===== src/common/tps_map.svh =====
// Register offsets, field positions, reset values and counts of the timer block.
`ifndef TPS_MAP_SVH
`define TPS_MAP_SVH

`define TPS_ADDR_COUNT    4'h0
`define TPS_ADDR_OPTION   4'h1
`define TPS_ADDR_IRQCTL   4'h2

`define TPS_BIT_CSS       5
`define TPS_BIT_EDGE      4
`define TPS_BIT_PSA       3
`define TPS_RATIO_HI      2
`define TPS_RATIO_LO      0
`define TPS_BIT_IRQ_EN    5
`define TPS_BIT_OVF       2

`define TPS_OPTION_RST    6'h3F
`define TPS_COUNT_RST     8'h00
`define TPS_COUNT_MAX     8'hFF
`define TPS_BYTE_ZERO     8'h00
`define TPS_INHIBIT_CYC   2'h2
`define TPS_INHIBIT_NONE  2'h0
`define TPS_INHIBIT_STEP  2'h1
`define TPS_RATIO_EXTRA   4'h1

`endif


===== src/common/tps_pkg.sv =====
// Types shared by the timer core and its prescaler.
package tps_pkg;

  typedef logic [7:0] tps_byte_t;
  typedef logic [3:0] tps_addr_t;

  typedef enum logic [3:0] {
    TPS_PH_Q1 = 4'h1,
    TPS_PH_Q2 = 4'h2,
    TPS_PH_Q3 = 4'h4,
    TPS_PH_Q4 = 4'h8
  } tps_phase_e;

  typedef struct packed {
    tps_phase_e phase;
    tps_byte_t  count;
    logic       count_source_sel;
    logic       source_edge_sel;
    logic       prescaler_assign;
    logic [2:0] prescale_ratio_sel;
    logic       overflow_irq_en;
    logic       overflow_flag;
    logic [1:0] inhibit;
    logic       ext_pol;
    logic       sample;
    logic       wdt_tick;
    tps_byte_t  rdata;
  } tps_core_s;

  typedef struct packed {
    tps_byte_t cnt;
  } tps_pre_s;

endpackage : tps_pkg


===== src/rtl/tps_prescaler.sv =====
// Eight-bit prescaler counter shared by the timer and the watchdog.
`include "tps_map.svh"

module tps_prescaler (
  input  wire logic              mclk_i,
  input  wire logic              nrst_i,
  input  wire logic              clr_i,
  input  wire logic              adv_i,
  output tps_pkg::tps_byte_t     count_o
);
  import tps_pkg::*;

  tps_pre_s s_q;
  tps_pre_s s_d;

  // Every stage toggles on the same clock, so each tap is a square wave of even duty.
  always_comb begin
    s_d = s_q;
    if (clr_i) begin
      s_d.cnt = `TPS_BYTE_ZERO;
    end else if (adv_i) begin
      s_d.cnt = s_q.cnt + 8'h01;
    end
  end

  always_ff @(posedge mclk_i or negedge nrst_i) begin
    if (!nrst_i) begin
      s_q <= '0;
    end else begin
      s_q <= s_d;
    end
  end

  assign count_o = s_q.cnt;
endmodule : tps_prescaler


===== src/rtl/tps_core.sv =====
// Eight-bit timer/counter with a prescaler shared with the watchdog.
//
// Decided for this implementation: the placing of the registers and strobed register access.
`include "tps_map.svh"

// Contract
// - Count register is eight bits, readable and writable by software any time.
// - Timer mode without prescaler advances once every instruction cycle.
// - A count write blocks counting for the next two instruction cycles.
// - Counter mode advances on external count input edges instead.
// - Edge select clear means rising edges count; set means falling edges.
// - Assign bit clear gives prescaler to timer, set gives it to watchdog.
// - Timer prescale ratios are powers of two from 1:2 to 1:256.
// - Prescaler is an eight-bit counter with no software access.
// - Wrap from maximum to zero sets the overflow flag.
// - Overflow request reaches the processor only while its enable is set.
// - Timer stops in sleep, so its overflow never wakes the processor.
// - External path is sampled at the second and fourth phase clocks.
// - Prescaler on the external input gives a symmetrical output.
// - Count updates three to seven oscillator periods after an input edge; here it updates one to three clock periods after.
// - Timer-assigned prescaler clears on every count register write.
// - Watchdog-assigned prescaler clears with the watchdog clear instruction.
module tps_core (
  input  wire logic              mclk_i,
  input  wire logic              nrst_i,
  input  wire tps_pkg::tps_addr_t addr_i,
  input  wire tps_pkg::tps_byte_t wdata_i,
  input  wire logic              wr_i,
  input  wire logic              rd_i,
  output tps_pkg::tps_byte_t     rdata_o,
  input  wire logic              ext_count_input_i,
  input  wire logic              sleep_i,
  input  wire logic              watchdog_clear_instr_i,
  input  wire logic              wdt_tick_i,
  output logic                   wdt_post_tick_o,
  output logic                   overflow_irq_o
);
  import tps_pkg::*;

  tps_core_s s_q;
  tps_core_s s_d;
  tps_byte_t pre_cnt;
  logic      wr_count;
  logic      wr_option;
  logic      wr_irqctl;
  logic      at_q2;
  logic      at_q4;
  logic      ext_pol;
  logic      src_evt;
  logic      pre_adv;
  logic      pre_clr;
  logic [3:0] ratio_k;
  logic      sync_lvl;
  logic      run;
  logic      inc;

  // True when the low k bits of the prescaler are all ones.
  function automatic logic term_hit(input tps_byte_t p, input logic [3:0] k);
    logic [8:0] m;
    m = (9'h001 << k) - 9'h001;
    return &(p | ~m[7:0]);
  endfunction : term_hit

  assign wr_count  = wr_i && (addr_i == `TPS_ADDR_COUNT);
  assign wr_option = wr_i && (addr_i == `TPS_ADDR_OPTION);
  assign wr_irqctl = wr_i && (addr_i == `TPS_ADDR_IRQCTL);
  assign at_q2     = (s_q.phase == TPS_PH_Q2);
  assign at_q4     = (s_q.phase == TPS_PH_Q4);

  // A set edge select inverts the pin, so a rising internal level is always the counted edge.
  assign ext_pol = ext_count_input_i ^ s_q.source_edge_sel;
  assign src_evt = s_q.count_source_sel ? (ext_pol && !s_q.ext_pol) : at_q4;

  // The prescaler serves exactly one user at a time.
  assign pre_adv = s_q.prescaler_assign ? wdt_tick_i : (src_evt && !sleep_i);
  assign pre_clr = (wr_count && !s_q.prescaler_assign)
                 || (watchdog_clear_instr_i && s_q.prescaler_assign);

  // Timer ratio needs one more stage than the watchdog ratio.
  assign ratio_k = {1'b0, s_q.prescale_ratio_sel}
                 + (s_q.prescaler_assign ? 4'h0 : `TPS_RATIO_EXTRA);

  // Tap n of the prescaler has a period of 2^(n+1) input edges and even duty.
  assign sync_lvl = s_q.prescaler_assign ? ext_pol
                                         : pre_cnt[s_q.prescale_ratio_sel];

  // Sleep stops the count outright, so no overflow can be raised to wake the core.
  assign run = !sleep_i && (s_q.inhibit == `TPS_INHIBIT_NONE);

  always_comb begin
    inc = 1'b0;
    if (run) begin
      if (s_q.count_source_sel) begin
        inc = (at_q2 || at_q4) && sync_lvl && !s_q.sample;
      end else begin
        inc = at_q4 && (s_q.prescaler_assign || term_hit(pre_cnt, ratio_k));
      end
    end
  end

  tps_prescaler u_pre (
    .mclk_i  (mclk_i),
    .nrst_i  (nrst_i),
    .clr_i   (pre_clr),
    .adv_i   (pre_adv),
    .count_o (pre_cnt)
  );

  always_comb begin
    s_d = s_q;
    s_d.ext_pol  = ext_pol;
    s_d.rdata    = `TPS_BYTE_ZERO;
    s_d.wdt_tick = s_q.prescaler_assign && wdt_tick_i && term_hit(pre_cnt, ratio_k);

    if (!sleep_i) begin
      case (s_q.phase)
        TPS_PH_Q1: s_d.phase = TPS_PH_Q2;
        TPS_PH_Q2: s_d.phase = TPS_PH_Q3;
        TPS_PH_Q3: s_d.phase = TPS_PH_Q4;
        TPS_PH_Q4: s_d.phase = TPS_PH_Q1;
        default:   s_d.phase = TPS_PH_Q1;
      endcase
      if (at_q2 || at_q4) begin
        s_d.sample = sync_lvl;
      end
      if (at_q4 && (s_q.inhibit != `TPS_INHIBIT_NONE)) begin
        s_d.inhibit = s_q.inhibit - `TPS_INHIBIT_STEP;
      end
    end

    if (wr_count) begin
      s_d.count   = wdata_i;
      s_d.inhibit = `TPS_INHIBIT_CYC;
    end else if (inc) begin
      s_d.count = s_q.count + 8'h01;
    end

    if (wr_option) begin
      s_d.count_source_sel   = wdata_i[`TPS_BIT_CSS];
      s_d.source_edge_sel    = wdata_i[`TPS_BIT_EDGE];
      s_d.prescaler_assign   = wdata_i[`TPS_BIT_PSA];
      s_d.prescale_ratio_sel = wdata_i[`TPS_RATIO_HI:`TPS_RATIO_LO];
    end

    if (wr_irqctl) begin
      s_d.overflow_irq_en = wdata_i[`TPS_BIT_IRQ_EN];
      s_d.overflow_flag   = wdata_i[`TPS_BIT_OVF];
    end
    // A wrap in the same cycle as a software clear keeps the flag set.
    if (inc && !wr_count && (s_q.count == `TPS_COUNT_MAX)) begin
      s_d.overflow_flag = 1'b1;
    end

    if (rd_i) begin
      case (addr_i)
        `TPS_ADDR_COUNT: s_d.rdata = s_q.count;
        `TPS_ADDR_OPTION: begin
          s_d.rdata[`TPS_BIT_CSS]                 = s_q.count_source_sel;
          s_d.rdata[`TPS_BIT_EDGE]                = s_q.source_edge_sel;
          s_d.rdata[`TPS_BIT_PSA]                 = s_q.prescaler_assign;
          s_d.rdata[`TPS_RATIO_HI:`TPS_RATIO_LO]  = s_q.prescale_ratio_sel;
        end
        `TPS_ADDR_IRQCTL: begin
          s_d.rdata[`TPS_BIT_IRQ_EN] = s_q.overflow_irq_en;
          s_d.rdata[`TPS_BIT_OVF]    = s_q.overflow_flag;
        end
        default: s_d.rdata = `TPS_BYTE_ZERO;
      endcase
    end
  end

  always_ff @(posedge mclk_i or negedge nrst_i) begin
    if (!nrst_i) begin
      s_q.phase              <= TPS_PH_Q1;
      s_q.count              <= `TPS_COUNT_RST;
      {s_q.count_source_sel, s_q.source_edge_sel, s_q.prescaler_assign,
       s_q.prescale_ratio_sel} <= `TPS_OPTION_RST;
      s_q.overflow_irq_en    <= 1'b0;
      s_q.overflow_flag      <= 1'b0;
      s_q.inhibit            <= `TPS_INHIBIT_NONE;
      // Both edge trackers start high, so a pin resting at either level cannot pass for a
      // counted edge in the first cycles after reset.
      s_q.ext_pol            <= 1'b1;
      s_q.sample             <= 1'b1;
      s_q.wdt_tick           <= 1'b0;
      s_q.rdata              <= `TPS_BYTE_ZERO;
    end else begin
      s_q <= s_d;
    end
  end

  assign rdata_o         = s_q.rdata;
  assign wdt_post_tick_o = s_q.wdt_tick;
  assign overflow_irq_o  = s_q.overflow_irq_en && s_q.overflow_flag;
endmodule : tps_core


===== config.mk =====
export PLATFORM = sky130hd
export DESIGN_NAME = tps_core
export DESIGN_NICKNAME = d
export VERILOG_FILES = /design/src/common/tps_pkg.sv /design/src/rtl/tps_prescaler.sv /design/src/rtl/tps_core.sv
export VERILOG_INCLUDE_DIRS = /design/src /design/src/common
export SDC_FILE = /design/constraint.sdc
export NUM_CORES = 1
export LEC_CHECK = 0
export ABC_AREA = 1
export BUFFER_PORTS_ARGS = -buffer_cell sky130_fd_sc_hd__buf_2
export CAP_MARGIN = 30
export CORE_MARGIN = 2
export CORE_UTILIZATION = 55
export DETAILED_ROUTE_END_ITERATION = 12
export PLACE_DENSITY = 0.87
export SLEW_MARGIN = 25
export SYNTH_ARGS = -nofsm -noshare
export SYNTH_HDL_FRONTEND = slang
export SYNTH_SLANG_ARGS = --single-unit
export TNS_END_PERCENT = 20

===== constraint.sdc =====
create_clock -name mclk_i -period 6.59 [get_ports mclk_i]
set_input_delay 1.318 -clock mclk_i [delete_from_list [all_inputs] [get_ports mclk_i]]
set_output_delay 1.318 -clock mclk_i [all_outputs]
set_load 0.02 [all_outputs]

==> reports/qor.txt, run 1 <==
status - completed
clock share of power - 23.6%
first-pass GRT wire length - 9490 µm
synth unique cells - 37
Logic pwr share - 34.5%
Root Buffer - clkbuf_8
max layer used - met4
pre-CTS WS - 3.69 ns
yosys warns - 0
crit-path max FO - 9
crit path kind - reg2reg
Tmin final - 2.88 ns
fmax - 347 MHz
Post-Syn Nets - 366
RSZ-0062 raised after global routing - false
Pleak - 1.44 nW
Area Overhead vs Synth - 9.56%
Max clock buf depth - 2
die area - 5250 µm²
Slew HR - 68.2%
Hold WC Path Type - reg2reg
GRT overflow - 0
Pint - 535 µW
ratio of cells with drive above 1 in the final layout - 18.9%
Setup TNS - 0 ns
WL met1 - 2410 µm
Routed WL - 5470 µm
setup ws final - 3.71 ns
post-CTS setup buffers - 0
number of DRC markers in iteration 0 - 192
# diodes - 0
row count - 24
DP HPWL - 4260 µm
CP required - 6.77 ns
syn avg cell area - 7.58 µm²
Fin. Hold Viols - 0
max-slew violations - 0
I/O Buffers - 29
met2 wire len - 2710 µm
final-stage net count - 390
# setup viols final - 0
Fillers - 388
Total GRT Usage - 23.1%
Net Sw Power - 323 µW
Pre-antenna DRT Iters - 5
clock latency on the worst-skew pair - 0.29 ns
DR vias - 2245
Worst-path clk slew - 0.08 ns
Die Y - 72.5 µm
drt wl/cell - 13.1 µm
Final ANT Viol Nets - 0
Mapped Cells - 340
Ports - 30
Vias/cell - 5.38
core area - 4440 µm²
WL met3 - 301 µm
initial antenna violation count - 0
Sw Share - 37.7%
sequential power share - 42.0%
synthesized cell area - 2580 µm²
CTS Hold Bufs - 0
DRC errors left - 0
starting density of the core - 58.0%
fin crit share - 43.7%
Yosys reg bits - 41
routability congestion estimate - 0.877
Power, Total - 858 µW
Clock Sinks - 41
htree depth - 2
vias in the first global route - 2084
post_cts resized - 0
width of the die - 72.5 µm
max_cap viols - 0
CP Launch Type - flip-flop
element type at the critical path end - flip-flop
total CTS buffers - 5
Peak supply drop - 0.215 mV
worst slew pin tran - 0.474 ns
TritonCTS clock tree - yes
Critical Path AT - 3.06 ns
Clock Skews - 0.00416 ns
largest net degree at the start of global routing - 42
P per Cell Area - 304 nW/µm²
sequential area share after synthesis - 40.2%
==> per-layer routing <==
layer,global-route usage [%],vias to the layer above
met1,31.0,1033
met4,6.17,0
met2,38.1,66
li1,-,1140
met3,5.14,6
met5,0,-
==> power by group through the flow <==
stage	Combinational (mW)	Clock (mW)	Sequential, mW
floorplan	0.233	0	0.348
global placement	0.279	0	0.361
detailed placement	0.291	0	0.364
CTS	0.293	0.206	0.359
global route	0.337	0.216	0.369
finish	0.296	0.202	0.360
==> registers in the layout, indices dropped and copies added, names as in the netlist <==
register / flops
s_q: 24
rdata_o: 8
u_pre.count_o: 8
wdt_post_tick_o: 1
==> worst paths after layout <==
kind	startpoint	end	slack [ns]	cells past startpoint
min reg2reg	s_q[18]	s_q[18]	0.51	2
min	s_q[18]	s_q[18]	0.51	2
max	s_q[18]	s_q[22]	3.71	18
max reg2reg	s_q[18]	s_q[22]	3.71	18
max in group asynchronous	nrst_i	s_q[17]	5.15	2
min in group asynchronous	nrst_i	u_pre.count_o[6]	0.92	1
==> critical path: stages, from the launching register on <==
cell	delay (ns)
dfstp_2	0.56
inv_1	0.11
ha_1	0.23
ha_1	0.34
nor2_1	0.20
nand3_1	0.13
ha_1	0.28
nand4_1	0.10
nand2_1	0.06
nor2_1	0.12
nor2_1	0.07
nand2_1	0.07
inv_2	0.03
nand2_2	0.08
nand2_4	0.07
nand2_8	0.09
nand2_4	0.08
nand2_1	0.08
nand2_1	0.06
==> layout make-up <==
type                       instances  area [µm²]  share of cell area, %
inverter                          52         195                   6.91
sequential                        41        1040                   36.7
clock inverter                     2        38.8                   1.37
clock buffer                       6        72.6                   2.57
multi-input combinational        234        1250                   44.3
tap                               52        65.1                   2.30
timing repair buffer              30         165                   5.85
==> cells in the mapped netlist, drive strengths merged <==
cell | number | area [µm²]
o21bai | 1 | 7.51
xor2 | 5 | 43.8
nor2 | 28 | 108
nand3 | 35 | 200
o21a | 1 | 7.51
ha | 6 | 75.1
o21ai | 30 | 150
inv | 52 | 195
nor3 | 7 | 45.0
a21oi | 10 | 61.3
nor4 | 1 | 6.26
dfrtp | 32 | 801
xnor2 | 3 | 26.3
mux2 | 2 | 22.5
o32ai | 1 | 8.76
o211ai | 1 | 7.51
o221ai | 2 | 17.5
buf | 11 | 87.6
dfstp | 9 | 236
mux2i | 1 | 10.0
nand2 | 91 | 395
nor3b | 2 | 15.0
clkbuf | 2 | 7.51
nand4 | 4 | 25.0
o22ai | 2 | 12.5
a31oi | 1 | 6.26
==> through the flow <==
step | cell area, µm² | cells | util (%) | hold WS (ns)
global placement | 2690 | 408 | 60.6 | 0.490
detailed placement | 2690 | 408 | 60.6 | 0.501
finish | 2830 | 417 | 63.6 | 0.514
CTS | 2810 | 416 | 63.1 | 0.517
global route | 2830 | 417 | 63.6 | 0.532
floorplan | 2580 | 340 | - | 0.467
==> placed cells by master (no fill, tap or decap), types with 2 or more instances in the layout <==
cell type	synthesis	layout
dfrtp_1	32	32
o22ai_1	2	2
nor3_1	5	5
xor2_1	5	5
ha_1	6	6
nor3_2	2	2
o221ai_1	2	2
xnor2_1	3	3
a21oi_1	9	9
nor2_1	27	27
nand3_2	5	5
buf_2	1	29
mux2_2	2	2
o21ai_1	2	2
nand2_2	6	6
nand2_1	81	81
nand2_4	3	3
clkbuf_8	0	5
inv_1	50	50
nor3b_1	2	2
o21ai_0	28	28
dfstp_2	9	9
nand4_1	4	4
inv_2	2	2
nand3_1	30	30
==> kinds of logic (layout without fill, tap and decap cells) <==
group | after synthesis | count (layout) | synth area share, %
mux | 3 | 3 | 1.26
simple gates | 168 | 168 | 30.8
compound gates | 49 | 49 | 10.8
flops | 41 | 41 | 40.2
buf+inv | 65 | 90 | 11.3
fa+ha+maj | 6 | 6 | 2.91
xor+xnor | 8 | 8 | 2.72
Power figures use the tool's default switching activity.
==> inputs of run 2 (changes only) <==
Clock period 6.59 ns to 2.92 ns, I/O delays scaled along.
==> run 2 against run 1 <==
Compared with the run above: register-to-register slack worse by 3.4 ns; hold slack worse by 0.36 ns; die area stayed put; clock-buffer cell count is 1 lower; sequential power is 120% higher.
==> reports/qor.txt, run 2 (synthesis gave the netlist of run 1 again) <==
routability congestion estimate - 0.861 (was 0.877)
Fillers - 391 (was 388)
Die Y - 72.5 µm (unchanged)
Slew HR - 66.0% (was 68.2%)
status - completed (unchanged)
Worst-path clk slew - 0.08 ns (about the same)
Util after Layout - 63.9% (was 63.6%)
Pre-antenna DRT Iters - 4 (was 5)
initial antenna violation count - 0 (unchanged)
CP required - 3.16 ns (was 6.77 ns)
Power, Total - 1.89 mW (was 858 µW)
largest net degree at the start of global routing - 42 (unchanged)
max-slew violations - 0 (unchanged)
htree depth - 2 (unchanged)
DP Area - 2700 µm² (was 2690 µm²)
worst slew pin tran - 0.507 ns (was 0.474 ns)
ratio of cells with drive above 1 in the final layout - 20.7% (was 18.9%)
total CTS buffers - 5 (unchanged)
vias in the first global route - 2099 (was 2084)
Critical Path AT - 2.89 ns (was 3.06 ns)
Total GRT Usage - 23.5% (was 23.1%)
CP Launch Type - flip-flop (unchanged)
clock latency on the worst-skew pair - 0.30 ns (was 0.29 ns)
Clock Sinks - 41 (unchanged)
DR vias - 2268 (was 2245)
width of the die - 72.5 µm (unchanged)
Vias/cell - 5.41 (was 5.38)
Fin. Hold Viols - 0 (unchanged)
RSZ-0062 raised after global routing - false (unchanged)
most frequent cells in the layout - 81 x nand2_1, 49 x inv_1, 32 x dfrtp_1, 30 x nand3_1, 29 x buf_2 (was 81 x nand2_1, 50 x inv_1, 32 x dfrtp_1, 30 x nand3_1, 29 x buf_2)
Peak supply drop - 0.431 mV (was 0.215 mV)
DRC errors left - 0 (unchanged)
fin crit share - 90.7% (was 43.7%)
Ports - 30 (unchanged)
Root Buffer - clkbuf_8 (unchanged)
starting density of the core - 58.0% (unchanged)
crit-path max FO - 9 (unchanged)
TritonCTS clock tree - yes (unchanged)
GRT overflow - 0 (unchanged)
row count - 24 (unchanged)
# diodes - 0 (unchanged)
Tmin final - 2.65 ns (was 2.88 ns)
RR Startpoint - s_q[18] (unchanged)
drt wl/cell - 13.0 µm (was 13.1 µm)
max reg flops - 24 (unchanged)
Final ANT Viol Nets - 0 (unchanged)
commonest non-fill, non-tap cell in the layout - nand2_1 (unchanged)
core area - 4440 µm² (unchanged)
I/O Buffers - 29 (unchanged)
Routed WL - 5460 µm (was 5470 µm)
final instance area - 2840 µm² (was 2830 µm²)
Hold WC Path Type - in2async (was reg2reg)
DP HPWL - 4110 µm (was 4260 µm)
fmax - 377 MHz (was 347 MHz)
Pleak - 1.43 nW (was 1.44 nW)
crit path from - s_q[18] (unchanged)
# setup viols final - 0 (unchanged)
number of DRC markers in iteration 0 - 231 (was 192)
Max clock buf depth - 2 (unchanged)
Clock Skews - 0.00503 ns (was 0.00416 ns)
final-stage net count - 392 (was 390)
Area Overhead vs Synth - 10.0% (was 9.56%)
die area - 5250 µm² (unchanged)
Setup TNS - 0 ns (unchanged)
first-pass GRT wire length - 9540 µm (was 9490 µm)
Reg with most FFs - s_q (unchanged)
element type at the critical path end - flip-flop (unchanged)
max_cap viols - 0 (unchanged)
P per Cell Area - 666 nW/µm² (was 304 nW/µm²)
crit path kind - reg2reg (unchanged)
-- run 2: cell types whose count changed in the layout (fill, tap and decap cells not counted) --
| cell | delta |
|---|---|
| ha_1 | -1 |
| clkinv_4 | -1 |
| clkinvlp_4 | +1 |
| nor2_1 | -2 |
| ha_4 | +1 |
| nor2_2 | +1 |
| inv_2 | +1 |
| bufinv_16 | -1 |
| nor2_4 | +1 |
| clkbuf_1 | -1 |
| inv_1 | -1 |
| buf_4 | +2 |
| clkinv_2 | +2 |
-- run 2: area by class of cell --
class,instances,area (µm²),share of cell area [%]
multi-input cells,234,1270,44.9
flip-flops and latches,41,1040,36.6
inverters,52,195,6.88
repair buffers,32,180,6.35
clock buffers,5,68.8,2.43
well taps,52,65.1,2.29
clock inverters,3,17.5,0.617
-- run 2: critical path, cell delays in order, from the launching register on --
cell,delay (ns)
dfstp_2,0.56
inv_2,0.07
ha_1,0.23
ha_4,0.18
inv_1,0.07
nand2_2,0.07
nand2_4,0.10
nand3_1,0.10
ha_1,0.30
nor2_1,0.03
a21oi_1,0.11
nand3_1,0.08
nor2_1,0.09
nand2_1,0.07
inv_2,0.05
nand2_2,0.07
nand2_4,0.09
nand2_8,0.08
nand2_4,0.11
nand2_1,0.08
nand2_1,0.07
-- run 2: final timing paths --
kind                                     to  slack [ns]  cells past startpoint
max                                 s_q[21]        0.27                     20
min                        u_pre.count_o[7]        0.16                      1
max reg2reg                         s_q[21]        0.27                     20
min reg2reg                         s_q[27]        0.54                      2
max in group asynchronous           s_q[18]        2.25                      2
min in group mclk_i                 s_q[27]        0.54                      2
-- run 2: timing repair --
action / 4_1_cts / 5_1_grt
setup buffers: 0 / 1
resized for setup: 0 / 6
setup endpoints to repair: 0 / 9
hold buffers: 0 / 0
-- run 2: per-stage QoR --
| stage | hold WS (ns) | std cells | setup slack (ns) |
|---|---|---|---|
| 3_5_place_dp | 0.504 | 409 | 0.0983 |
| 3_3_place_gp | 0.484 | 409 | 0.225 |
| 5_1_grt | 0.174 | 419 | 0.00683 |
| 2_1_floorplan | 0.288 | 340 | 0.381 |
| 6_report | 0.158 | 419 | 0.271 |
| 4_1_cts | 0.433 | 417 | 0.0700 |
-- run 2: per-layer routing --
layer	vias to the layer above	routed length, µm	GRT usage [%]
li1	1142	-	-
met1	1073	2440	30.7
met2	46	2730	39.2
met3	7	228	5.00
met4	0	53	7.41
met5	-	0	0
-- run 2: report_power, final --
part / internal (mW) / leakage, nW / switching [mW]
registers: 0.700 / 0.525 / 0.110
logic: 0.273 / 0.864 / 0.436
clock network: 0.165 / 0.0439 / 0.205
total: 1.14 / 1.43 / 0.751
